File: src/rtl/fslc_pkg.sv
// types shared by the flash lock checker and its decode table
package fslc_pkg;
   // lock of one block
   typedef enum logic [1:0] {
      FSLC_UNLOCKED = 2'h0,
      FSLC_SOFT     = 2'h1,
      FSLC_HARD     = 2'h2
   } fslc_lock_t;

   // security level, one-hot as written
   typedef enum logic [3:0] {
      FSLC_LVL1 = 4'h1,
      FSLC_LVL2 = 4'h2,
      FSLC_LVL3 = 4'h4,
      FSLC_LVL4 = 4'h8
   } fslc_level_t;

   // flash operations judged
   typedef enum logic [2:0] {
      FSLC_OP_READ   = 3'h0,
      FSLC_OP_BERASE = 3'h1,
      FSLC_OP_SERASE = 3'h2,
      FSLC_OP_PROG   = 3'h3,
      FSLC_OP_VERIFY = 3'h4,
      FSLC_OP_CERASE = 3'h5
   } fslc_op_t;

   // one decode table entry: level plus lock of each block
   typedef struct packed {
      fslc_level_t level;
      fslc_lock_t  blk1;
      fslc_lock_t  blk0;
   } fslc_entry_t;
endpackage

File: src/rtl/fslc_table_if.sv
// carrier between the checker and its decode table memory
`timescale 1ns/1ps
interface fslc_table_if;
   import fslc_pkg::*;
   logic [2:0]  wr_idx;
   logic        wr_en;
   fslc_entry_t wr_data;
   logic [2:0]  rd_idx;
   fslc_entry_t rd_data;
   modport owner (output wr_idx, output wr_en, output wr_data, output rd_idx, input rd_data);
   modport mem   (input wr_idx, input wr_en, input wr_data, input rd_idx, output rd_data);
endinterface

File: src/rtl/fslc_table_mem.sv
// eight-entry lock decode table with registered read data
`timescale 1ns/1ps
module fslc_table_mem (
   input  wire logic    i_sys_clk,
   input  wire logic    i_rstn,
   fslc_table_if.mem    tbl
);
   import fslc_pkg::*;
   fslc_entry_t mem_reg [8];
   fslc_entry_t rd_reg;

   // default map: 0 open, 1 level two, 2..4 level three options, rest sealed
   function automatic fslc_entry_t fslc_dflt(input int idx);
      fslc_entry_t e;
      case (idx)
         0: e = '{FSLC_LVL1, FSLC_UNLOCKED, FSLC_UNLOCKED};
         1: e = '{FSLC_LVL2, FSLC_HARD, FSLC_HARD};
         2: e = '{FSLC_LVL3, FSLC_HARD, FSLC_SOFT};
         3: e = '{FSLC_LVL3, FSLC_SOFT, FSLC_SOFT};
         4: e = '{FSLC_LVL3, FSLC_HARD, FSLC_HARD};
         default: e = '{FSLC_LVL4, FSLC_HARD, FSLC_HARD};
      endcase
      return e;
   endfunction

   genvar g;
   generate
      for (g = 0; g < 8; g++) begin : g_ent
         always_ff @(posedge i_sys_clk) begin
            if (!i_rstn) begin
               mem_reg[g] <= fslc_dflt(g);
            end else if (tbl.wr_en && tbl.wr_idx == 3'(g)) begin
               mem_reg[g] <= tbl.wr_data;
            end
         end
      end
   endgenerate

   // registered read port
   always_ff @(posedge i_sys_clk) begin
      if (!i_rstn) begin
         rd_reg <= fslc_dflt(0);
      end else begin
         rd_reg <= mem_reg[tbl.rd_idx];
      end
   end
   assign tbl.rd_data = rd_reg;
endmodule

File: src/flat_wrapper.sv
// flat-port wrapper written by rule: the top's interface ports become plain ports
module fslc_table_mem_flat import fslc_pkg::*;
  (i_sys_clk, i_rstn, tbl_wr_idx, tbl_wr_en, tbl_wr_data, tbl_rd_idx, tbl_rd_data);
  fslc_table_if tbl_i ();
  input  wire logic i_sys_clk;
  input  wire logic i_rstn;
  input wire logic [$bits(tbl_i.wr_idx)-1:0] tbl_wr_idx;
  input wire logic [$bits(tbl_i.wr_en)-1:0] tbl_wr_en;
  input wire logic [$bits(tbl_i.wr_data)-1:0] tbl_wr_data;
  input wire logic [$bits(tbl_i.rd_idx)-1:0] tbl_rd_idx;
  output wire logic [$bits(tbl_i.rd_data)-1:0] tbl_rd_data;
  assign tbl_i.wr_idx = tbl_wr_idx;
  assign tbl_i.wr_en = tbl_wr_en;
  assign tbl_i.wr_data = tbl_wr_data;
  assign tbl_i.rd_idx = tbl_rd_idx;
  assign tbl_rd_data = tbl_i.rd_data;
  fslc_table_mem u_core (.i_sys_clk(i_sys_clk), .i_rstn(i_rstn), .tbl(tbl_i));
endmodule
File: config.mk
export PLATFORM = sky130hd
export DESIGN_NAME = fslc_table_mem_flat
export DESIGN_NICKNAME = d
export VERILOG_FILES = /design/src/rtl/fslc_pkg.sv /design/src/rtl/fslc_table_if.sv /design/src/rtl/fslc_table_mem.sv /design/src/flat_wrapper.sv
export SDC_FILE = /design/constraint.sdc
export NUM_CORES = 1
export LEC_CHECK = 0
export BUFFER_PORTS_ARGS = -buffer_cell sky130_fd_sc_hd__buf_2
export CAP_MARGIN = 15
export CORE_ASPECT_RATIO = 1.4
export CORE_MARGIN = 1.5
export CORE_UTILIZATION = 59
export CTS_BUF_LIST = sky130_fd_sc_hd__clkbuf_16
export DETAILED_ROUTE_END_ITERATION = 10
export GPL_TIMING_DRIVEN = 1
export PLACE_DENSITY = 0.79
export RECOVER_POWER = 100
export SYNTH_ARGS = -nofsm -noshare
export SYNTH_HDL_FRONTEND = slang
export SYNTH_SLANG_ARGS = --single-unit
File: constraint.sdc
create_clock -name i_sys_clk -period 2.4 [get_ports i_sys_clk]
set_clock_uncertainty 0.1 [all_clocks]
set_input_delay 0.36 -clock i_sys_clk [delete_from_list [all_inputs] [get_ports i_sys_clk]]
set_output_delay 0.36 -clock i_sys_clk [all_outputs]
set_load 0.005 [all_outputs]
==> results of run 1 <==
[logic make-up after synthesis]
| kind of cell | synth area share (%) |
|---|---|
| AND/OR/NAND/NOR | 15.7 |
| buffers and inverters | 2.28 |
| flip-flops | 65.3 |
| AO/OA/AOI/OAI | 5.97 |
| multiplexers | 10.7 |
[layout make-up]
cell class	instances	area, um^2
timing repair buffer	36	165
sequential	72	2080
fill	386	1560
tap	66	82.6
multi-input combinational	133	1030
clock inverter	7	53.8
clock buffer	9	225
[final timing paths]
check | from | end | slack (ps) | depth (start not counted)
worst max-delay path | i_rstn | u_core.mem_reg[0][4]$_SDFFCE_PN1P_ | 570 | 5
worst min-delay path | tbl_wr_data[1] | u_core.mem_reg[7][1]$_SDFFCE_PN1P_ | 300 | 2
worst max register to register | u_core.mem_reg[5][2]$_SDFFCE_PN0P_ | u_core.tbl.rd_data[2]$_SDFF_PN0_ | 1060 | 2
worst min register to register | u_core.mem_reg[6][4]$_SDFFCE_PN0P_ | u_core.tbl.rd_data[4]$_SDFF_PN1_ | 590 | 3
[cell usage after synthesis]
master    number
nor3_2         1
o21ai_0        6
clkbuf_1       7
mux4_1         1
a22oi_1        7
o21ai_1        1
nand3_1        1
o211a_1        7
buf_4          4
nand2_1        2
mux2i_1       18
buf_6          1
nand3b_1       1
dfxtp_1        8
buf_2          1
mux4_2         6
nor3_1         1
or3_1         18
nand2b_1       7
a22o_1         2
nor2b_1        1
edfxtp_1      64
and2b_1        1
nor2_1         7
and2_1        42
and2_0         1
o31ai_1        2
[layout by cell type (no fill, tap or decap), types with 2 or more instances in the layout]
master,count
a22o_1,2
a22oi_1,7
and2_0,29
and2_1,14
buf_2,15
buf_4,3
clkbuf_1,18
clkbuf_16,9
clkinv_1,4
dfxtp_1,8
edfxtp_1,64
mux2i_1,18
mux4_2,6
nand2_1,2
nand2b_1,7
nor2_1,7
o211a_1,7
o21ai_0,6
o31ai_1,2
or3_1,18
[metal layers]
layer	part of all wire (%)	global-route usage (%)	vias up
met5	0	0	-
met1	39	29.5	934
li1	-	-	892
met4	2.1	11.8	0
met3	4.7	4.13	11
met2	54	43.6	58
[through the flow]
| stage | instance area, um^2 | util [%] |
|---|---|---|
| 2_1_floorplan | 3190 | - |
| 3_3_place_gp | 3410 | 65.6 |
| 3_5_place_dp | 3410 | 65.6 |
| 4_1_cts | 3690 | 70.9 |
| 5_1_grt | 3640 | 70.1 |
| 6_report | 3640 | 70.1 |
[report_power, final]
group	internal, W	total [W]	switching (W)
logic	0.0000843	0.000215	0.000131
clock network	0.000783	0.00124	0.000455
registers	0.00145	0.00148	0.0000237
==> results.yml, run 1 <==
floorplan:
  dieHeight_um: 90.0
  dieArea_um2: 5860
  die_w_um: 65.1
  num_rows: 31
  io_pins: 25
  start_util_pct: 61.3
  core_area_um2: 5200
pwr:
  finalPower_w: 0.00293
  p_leak_nw: 1.33
  p_per_area_nw_per_um2: 804
  ir_drop_mv: 0.542
setup_path:
  critPathMaxStageDelay_ps: 390
  slowest_stage: "nand3b_1"
  critPathMaxFanout: 13
  crit_type: "input port to flop"
  crit_arrival_ps: 1800
  timing.critical_path.max_delay_family: "buffers and inverters"
  path_cells: "clkbuf_1 -> nand3b_1 -> nor3_1 -> clkbuf_1 -> nand2b_1"
  required_ps: 2370
  crit_path_end_kind: "flop"
  cp-start-kind: "input port"
  path_common_cell: "clkbuf_1"
  cp.buffers_inverters: 2
route:
  num_vias: 1895
  routed_wire_length_per_instance_um: 20.4
  drtAntennaViolNets: 0
  drc: 0
  wl_um: 6580
  drt_iter0_markers: 111
  first_pass_iters: 4
  via_per_inst: 5.87
sta:
  fin_crit_sh_pct: 76.1
  fmax_mhz: 547
  maxSlewHeadroom_pct: 52.5
  holdWs_ps: 305
  finalCriticalPeriod_ps: 1830
  setup-violations-final: 0
  timing_hold_violations_final: 0
  tns_ps: 0
  tightest_slew_ps: 712
  rsz0062_at_grt: "no"
  setup_slack_ps: 573
  slew_violations: 0
finish:
  diodes: 0
  area_growth_pct: 14.3
  final_layout_size_suffix_gt1_share_pct: 14.0
  largest_reg_flops: 64
  fin_cells: 323
  final_nets: 269
logic_synthesis:
  yosys_warnings: 0
  syn-cell-area_um2: 3190
  synth_area_leaders: "edfxtp_1 (60%), and2_1 (8.2%), mux2i_1 (5.7%)"
  syn_nets: 235
  syn_inst: 218
  synth_top_area_share_pct: 60.3
  yosys.area.top_type: "edfxtp_1"
  netlist-cell-type-count: 27
  synth-seq-area-share_pct: 65.3
  ys_seq_elements: 72
  syn_area_per_cell_um2: 14.6
clock_tree:
  hold_buffers: 0
  cts_max_level: 3
  post_cts_buffers: 0
  cts_sinks: 72
  path_clk_slew_ps: 50
  insertion_delay_ps: 330
  cts_tree: "done"
  root_buffer: "clkbuf_16"
  ctsResizeCount: 0
  numCtsBuffers: 9
  cts_buffer_depth: 2
global_routing:
  grt_antenna_before_repair: 0
  first_global_vias: 1942
  grt-ovfl-total: 0
  grt_max_degree: 14
  grt_usage_pct: 25.0
  grt_pass1_wl_um: 10100
status:
  status: "completed"
placed_design:
  dp_cells: 307
  port_buffers: 24
  dp_slack_ps: 480
  gp_congestion: 0.792
  dpl.hpwl_um: 4440
job:
  cap_violations: 0
hold_path:
  min_path_type: "input port to flop"
Power figures use the tool's default switching activity.
==> run 2, diff against run 1 <==
--- a/config.mk
+++ b/config.mk
@@ -9,11 +9,11 @@
 export CAP_MARGIN = 15
 export CORE_ASPECT_RATIO = 1.4
 export CORE_MARGIN = 1.5
-export CORE_UTILIZATION = 59
+export CORE_UTILIZATION = 53
 export CTS_BUF_LIST = sky130_fd_sc_hd__clkbuf_16
 export DETAILED_ROUTE_END_ITERATION = 10
 export GPL_TIMING_DRIVEN = 1
-export PLACE_DENSITY = 0.79
+export PLACE_DENSITY = 0.75
 export RECOVER_POWER = 100
 export SYNTH_ARGS = -nofsm -noshare
 export SYNTH_HDL_FRONTEND = slang
==> constraint.sdc (replaced) <==
create_clock -name i_sys_clk -period 1.55 [get_ports i_sys_clk]
set_clock_uncertainty 0.1 [all_clocks]
set_input_delay 0.2325 -clock i_sys_clk [delete_from_list [all_inputs] [get_ports i_sys_clk]]
set_output_delay 0.2325 -clock i_sys_clk [all_outputs]
set_load 0.005 [all_outputs]
==> run 2 against run 1 <==
Against the previous run: combinational power increased by 63%; via count increased by 1.9%; sequential power increased by 55%; total power increased by 61%; critical path depth unchanged; critical endpoint is now u_core.mem_reg[6][1]$_SDFFCE_PN1P_; final area increased by 2.3%; core utilization decreased by 6.1 points; routed wire length increased by 4.5%; clock power increased by 69%; register-to-register slack got worse by 850 ps; global-route usage decreased by 1.0 points; clock-buffer cell count unchanged.
==> results.yml, run 2 (same netlist as run 1, synthesis figures left out) <==
placed_design:
  port_buffers: 24
  dp_slack_ps: 10.9
  dpl.hpwl_um: 4850
  gp_congestion: 0.766
global_routing:
  first_global_vias: 1920
  grt-ovfl-total: 0
  grt_usage_pct: 23.9
  grt_max_degree: 18
  grt_antenna_before_repair: 0
  grt_pass1_wl_um: 10400
sta:
  slew_violations: 0
  timing_hold_violations_final: 0
  tightest_slew_ps: 510
  maxSlewHeadroom_pct: 66.0
  fmax_mhz: 736
  finalCriticalPeriod_ps: 1360
  rsz0062_at_grt: "no"
  fin_crit_sh_pct: 87.7
  setup_slack_ps: 191
  setup-violations-final: 0
setup_path:
  cp-start-kind: "input port"
  crit_path_end: "u_core.mem_reg[6][1]$_SDFFCE_PN1P_"
  required_ps: 1460
  crit_path_end_kind: "flop"
  reg2reg_from: "u_core.mem_reg[0][7]$_SDFFCE_PN0P_"
  reg2reg_depth: 2
  rr_endpoint: "u_core.tbl.rd_data[7]$_SDFF_PN0_"
  regToRegSetupSlack_ps: 210
  critPathMaxFanout: 10
  startpoint: "tbl_wr_idx[2]"
  crit_type: "input port to flop"
  crit_arrival_ps: 1270
pwr:
  p_per_area_nw_per_um2: 1270
  ir_drop_mv: 0.736
  p_leak_nw: 1.39
  finalPower_w: 0.00473
floorplan:
  core_area_um2: 5820
  dieHeight_um: 94.8
  die_w_um: 68.5
  io_pins: 25
  dieArea_um2: 6490
  num_rows: 33
  start_util_pct: 54.7
finish:
  layout_commonest_cell: "edfxtp_1"
  final_nets: 275
  diodes: 0
  post-route-util_pct: 64.0
  layout_common_cells: "edfxtp_1 (64), and2_0 (28), or3_1 (18), mux2i_1 (18), buf_2 (16)"
  largest_reg_flops: 64
  area_growth_pct: 16.8
  final_layout_size_suffix_gt1_share_pct: 17.1
clock_tree:
  root_buffer: "clkbuf_16"
  post_cts_buffers: 0
  cts_tree: "done"
  numCtsBuffers: 9
  cts_max_level: 3
  path_clk_slew_ps: 50
  hold_buffers: 0
  cts_buffer_depth: 2
  insertion_delay_ps: 330
  ctsResizeCount: 0
  cts_sinks: 72
hold_path:
  min_path_type: "input port to flop"
job:
  cap_violations: 0
route:
  drtAntennaViolNets: 0
  wl_um: 6880
  via_per_inst: 5.80
  num_vias: 1931
  first_pass_iters: 4
  drc: 0
  drt_iter0_markers: 148
  routed_wire_length_per_instance_um: 20.7
status:
  status: "completed"
==> run 2: cell count changes in the layout (fill, tap and decap cells not counted), sizes merged <==
| cell | change |
|---|---|
| inv | +1 |
| clkbuf | +1 |
| buf | +5 |
| bufinv | +1 |
| clkinv | -2 |
==> run 2: worst min path at each step <==
stage / from / end / depth (start not counted)
floorplan: tbl_wr_data[4] / u_core.mem_reg[0][4]$_SDFFCE_PN1P_ / 1
global placement: tbl_wr_data[1] / u_core.mem_reg[5][1]$_SDFFCE_PN1P_ / 2
detailed placement: u_core.tbl.rd_data[4]$_SDFF_PN1_ / tbl_rd_data[4] / 1
CTS: tbl_wr_data[1] / u_core.mem_reg[1][1]$_SDFFCE_PN1P_ / 2
global route: tbl_wr_data[3] / u_core.mem_reg[1][3]$_SDFFCE_PN1P_ / 2
finish: tbl_wr_data[1] / u_core.mem_reg[1][1]$_SDFFCE_PN1P_ / 2
==> run 2: stage by stage <==
stage	hold slack, ps	setup TNS (ps)	std cells	instance area, um^2
2_1_floorplan	310	-1730	218	3190
3_3_place_gp	502	0	317	3470
3_5_place_dp	511	0	317	3470
4_1_cts	172	0	333	3770
5_1_grt	191	0	333	3720
6_report	186	0	333	3720
==> run 2: final cells by class <==
class                      instances  area, um^2
clock buffer                       9         225
clock inverter                     7        78.8
fill                             435        2100
multi-input combinational        133        1030
sequential                        72        2080
tap                               70        87.6
timing repair buffer              42         223
==> run 2: per-layer routing <==
layer | GRT usage (%) | share of wire, %
met1 | 28.8 | 36
met2 | 40.7 | 55
met3 | 5.72 | 6.5
met4 | 9.00 | 1.6
met5 | 0 | 0
==> run 2: report_power, final <==
| part | switching (W) | leakage (nW) | total, W | internal (W) |
|---|---|---|---|---|
| Sequential | 0.0000394 | 0.692 | 0.00229 | 0.00225 |
| Combinational | 0.000207 | 0.541 | 0.000350 | 0.000143 |
| Clock | 0.000712 | 0.155 | 0.00209 | 0.00138 |
| Total | 0.000958 | 1.39 | 0.00473 | 0.00377 |
==> run 2: worst max-delay path, cell delays in order <==
cell and delay, ps:
clkbuf_1 150, buf_4 150, nand2b_1 220, o21ai_0 230, clkbuf_2 280
==> run 3, diff against run 2 <==
--- a/config.mk
+++ b/config.mk
@@ -9,11 +9,11 @@
 export CAP_MARGIN = 15
 export CORE_ASPECT_RATIO = 1.4
 export CORE_MARGIN = 1.5
-export CORE_UTILIZATION = 53
+export CORE_UTILIZATION = 63
 export CTS_BUF_LIST = sky130_fd_sc_hd__clkbuf_16
 export DETAILED_ROUTE_END_ITERATION = 10
 export GPL_TIMING_DRIVEN = 1
-export PLACE_DENSITY = 0.75
+export PLACE_DENSITY = 0.83
 export RECOVER_POWER = 100
 export SYNTH_ARGS = -nofsm -noshare
 export SYNTH_HDL_FRONTEND = slang
==> constraint.sdc (replaced) <==
create_clock -name i_sys_clk -period 1.63 [get_ports i_sys_clk]
set_clock_uncertainty 0.1 [all_clocks]
set_input_delay 0.0815 -clock i_sys_clk [delete_from_list [all_inputs] [get_ports i_sys_clk]]
set_output_delay 0.0815 -clock i_sys_clk [all_outputs]
set_load 0.005 [all_outputs]
==> run 3 against run 2 <==
Against the previous run: via count shrank 1.3%; register-to-register slack better by 100 ps; combinational power down 9.4%; total power down 7.2%; cell count shrank 3.3%; largest cell class unchanged; largest power group unchanged; highest routed layer unchanged.
==> results.yml, run 3 (same netlist as run 1, synthesis figures left out) <==
global_routing:
  grt-ovfl-total: 0
  first_global_vias: 1921
  grt_usage_pct: 27.2
  grt_max_degree: 19
  grt_pass1_wl_um: 10200
  grt_antenna_before_repair: 0
pwr:
  power.internal_w: 0.00344
  switching_share_pct: 21.6
  ir_drop_mv: 0.808
  pwr-share-seq_pct: 49.7
  pwr-share-comb_pct: 7.2
  power.switching_w: 0.000948
  p_leak_nw: 1.35
  p_per_area_nw_per_um2: 1200
  clkPwrFrac_pct: 43.1
floorplan:
  io_pins: 25
  core_area_um2: 4840
  num_rows: 30
  start_util_pct: 65.8
  dieHeight_um: 87.2
  die_w_um: 63.1
  dieArea_um2: 5500
setup_path:
  reg2reg_depth: 2
  critPathMaxStageDelay_ps: 500
  crit_path_end_kind: "flop"
  cp.buffers_inverters: 0
  reg2reg_from: "u_core.mem_reg[4][7]$_SDFFCE_PN0P_"
  timing.critical_path.max_delay_family: "multiplexers"
  critPathMaxFanout: 1
  rr_endpoint: "u_core.tbl.rd_data[7]$_SDFF_PN0_"
  slowest_stage: "mux4_1"
  crit_type: "flop to flop"
  regToRegSetupSlack_ps: 310
  crit_arrival_ps: 1440
  path_cells: "mux4_1 -> o211a_1"
  required_ps: 1750
  cp-start-kind: "flop"
clock_tree:
  post_cts_buffers: 0
  hold_buffers: 0
  insertion_delay_ps: 330
  ctsResizeCount: 0
  root_buffer: "clkbuf_16"
  cts_tree: "done"
  cts_max_level: 3
  cts_sinks: 72
  cts_buffer_depth: 2
  path_clk_slew_ps: 60
  numCtsBuffers: 9
sta:
  rsz0062_at_grt: "no"
  tightest_slew_ps: 545
  maxSlewHeadroom_pct: 63.7
  fmax_mhz: 760
  tns_ps: 0
  setup-violations-final: 0
  timing_hold_violations_final: 0
  finalCriticalPeriod_ps: 1320
  holdWs_ps: 25.9
  slew_violations: 0
  setup_slack_ps: 315
  fin_crit_sh_pct: 80.7
route:
  routed_wire_length_per_instance_um: 20.6
  drt_iter0_markers: 90
  drc: 0
  wl_um: 6650
  via_per_inst: 5.92
  num_vias: 1906
  first_pass_iters: 4
  drtAntennaViolNets: 0
placed_design:
  dp_slack_ps: 238
  port_buffers: 24
  dp_cells: 306
  gp_congestion: 0.755
  dpl.hpwl_um: 4580
job:
  cap_violations: 0
finish:
  final_layout_size_suffix_gt1_share_pct: 15.9
  diodes: 0
  layout_commonest_cell: "edfxtp_1"
  final_nets: 270
  fin_cells: 322
  post-route-util_pct: 75.8
  area_growth_pct: 15.1
  layout_common_cells: "edfxtp_1 (64), and2_0 (23), and2_1 (20)"
  largest_reg_flops: 64
hold_path:
  min_to: "u_core.mem_reg[3][0]$_SDFFCE_PN1P_"
  hold_depth: 2
  min_path_type: "input port to flop"
  min_from: "tbl_wr_data[0]"
status:
  status: "completed"
[run 3: per-stage QoR]
step,cell area [um^2],power [W]
after global placement,3420,0.00253
after global routing,3670,0.00450
after CTS,3720,0.00442
after detailed placement,3420,0.00254
after floorplan,3190,0.00239
final,3670,0.00438
[run 3: cell type report]
class,instances,area (um^2)
multi-input combinational,133,1030
clock buffer,9,225
clock inverter,7,66.3
timing repair buffer,37,188
sequential,72,2080
fill,316,1170
tap,64,80.1
[run 3: how the worst max path moves through the flow]
| stage | startpoint | end | slack, ps | depth (start not counted) |
|---|---|---|---|---|
| 6_report | u_core.mem_reg[4][7]$_SDFFCE_PN0P_ | u_core.tbl.rd_data[7]$_SDFF_PN0_ | 310 | 2 |
| 3_5_place_dp | tbl_rd_idx[0] | u_core.tbl.rd_data[7]$_SDFF_PN0_ | 240 | 3 |
| 3_3_place_gp | tbl_wr_idx[0] | u_core.mem_reg[6][5]$_SDFFCE_PN0P_ | 260 | 4 |
| 5_1_grt | tbl_wr_idx[0] | u_core.mem_reg[6][6]$_SDFFCE_PN0P_ | 180 | 4 |
| 4_1_cts | u_core.mem_reg[4][7]$_SDFFCE_PN0P_ | u_core.tbl.rd_data[7]$_SDFF_PN0_ | 320 | 2 |
| 2_1_floorplan | tbl_wr_idx[2] | u_core.mem_reg[1][0]$_SDFFCE_PN0P_ | 130 | 3 |
[run 3: per-layer routing]
metal	share of wire (%)	vias to the layer above	global-route usage (%)
met4	3.5	0	17.0
met2	55	69	46.5
met1	36	923	30.4
li1	-	895	-
met3	5.9	19	6.86
met5	0	-	0
[run 3: power by group through the flow]
stage | clock [W] | combinational [W] | sequential [W]
2_1_floorplan | 0 | 0.000193 | 0.00220
3_3_place_gp | 0 | 0.000323 | 0.00221
3_5_place_dp | 0 | 0.000331 | 0.00221
4_1_cts | 0.00191 | 0.000334 | 0.00218
5_1_grt | 0.00197 | 0.000344 | 0.00219
6_report | 0.00189 | 0.000317 | 0.00218
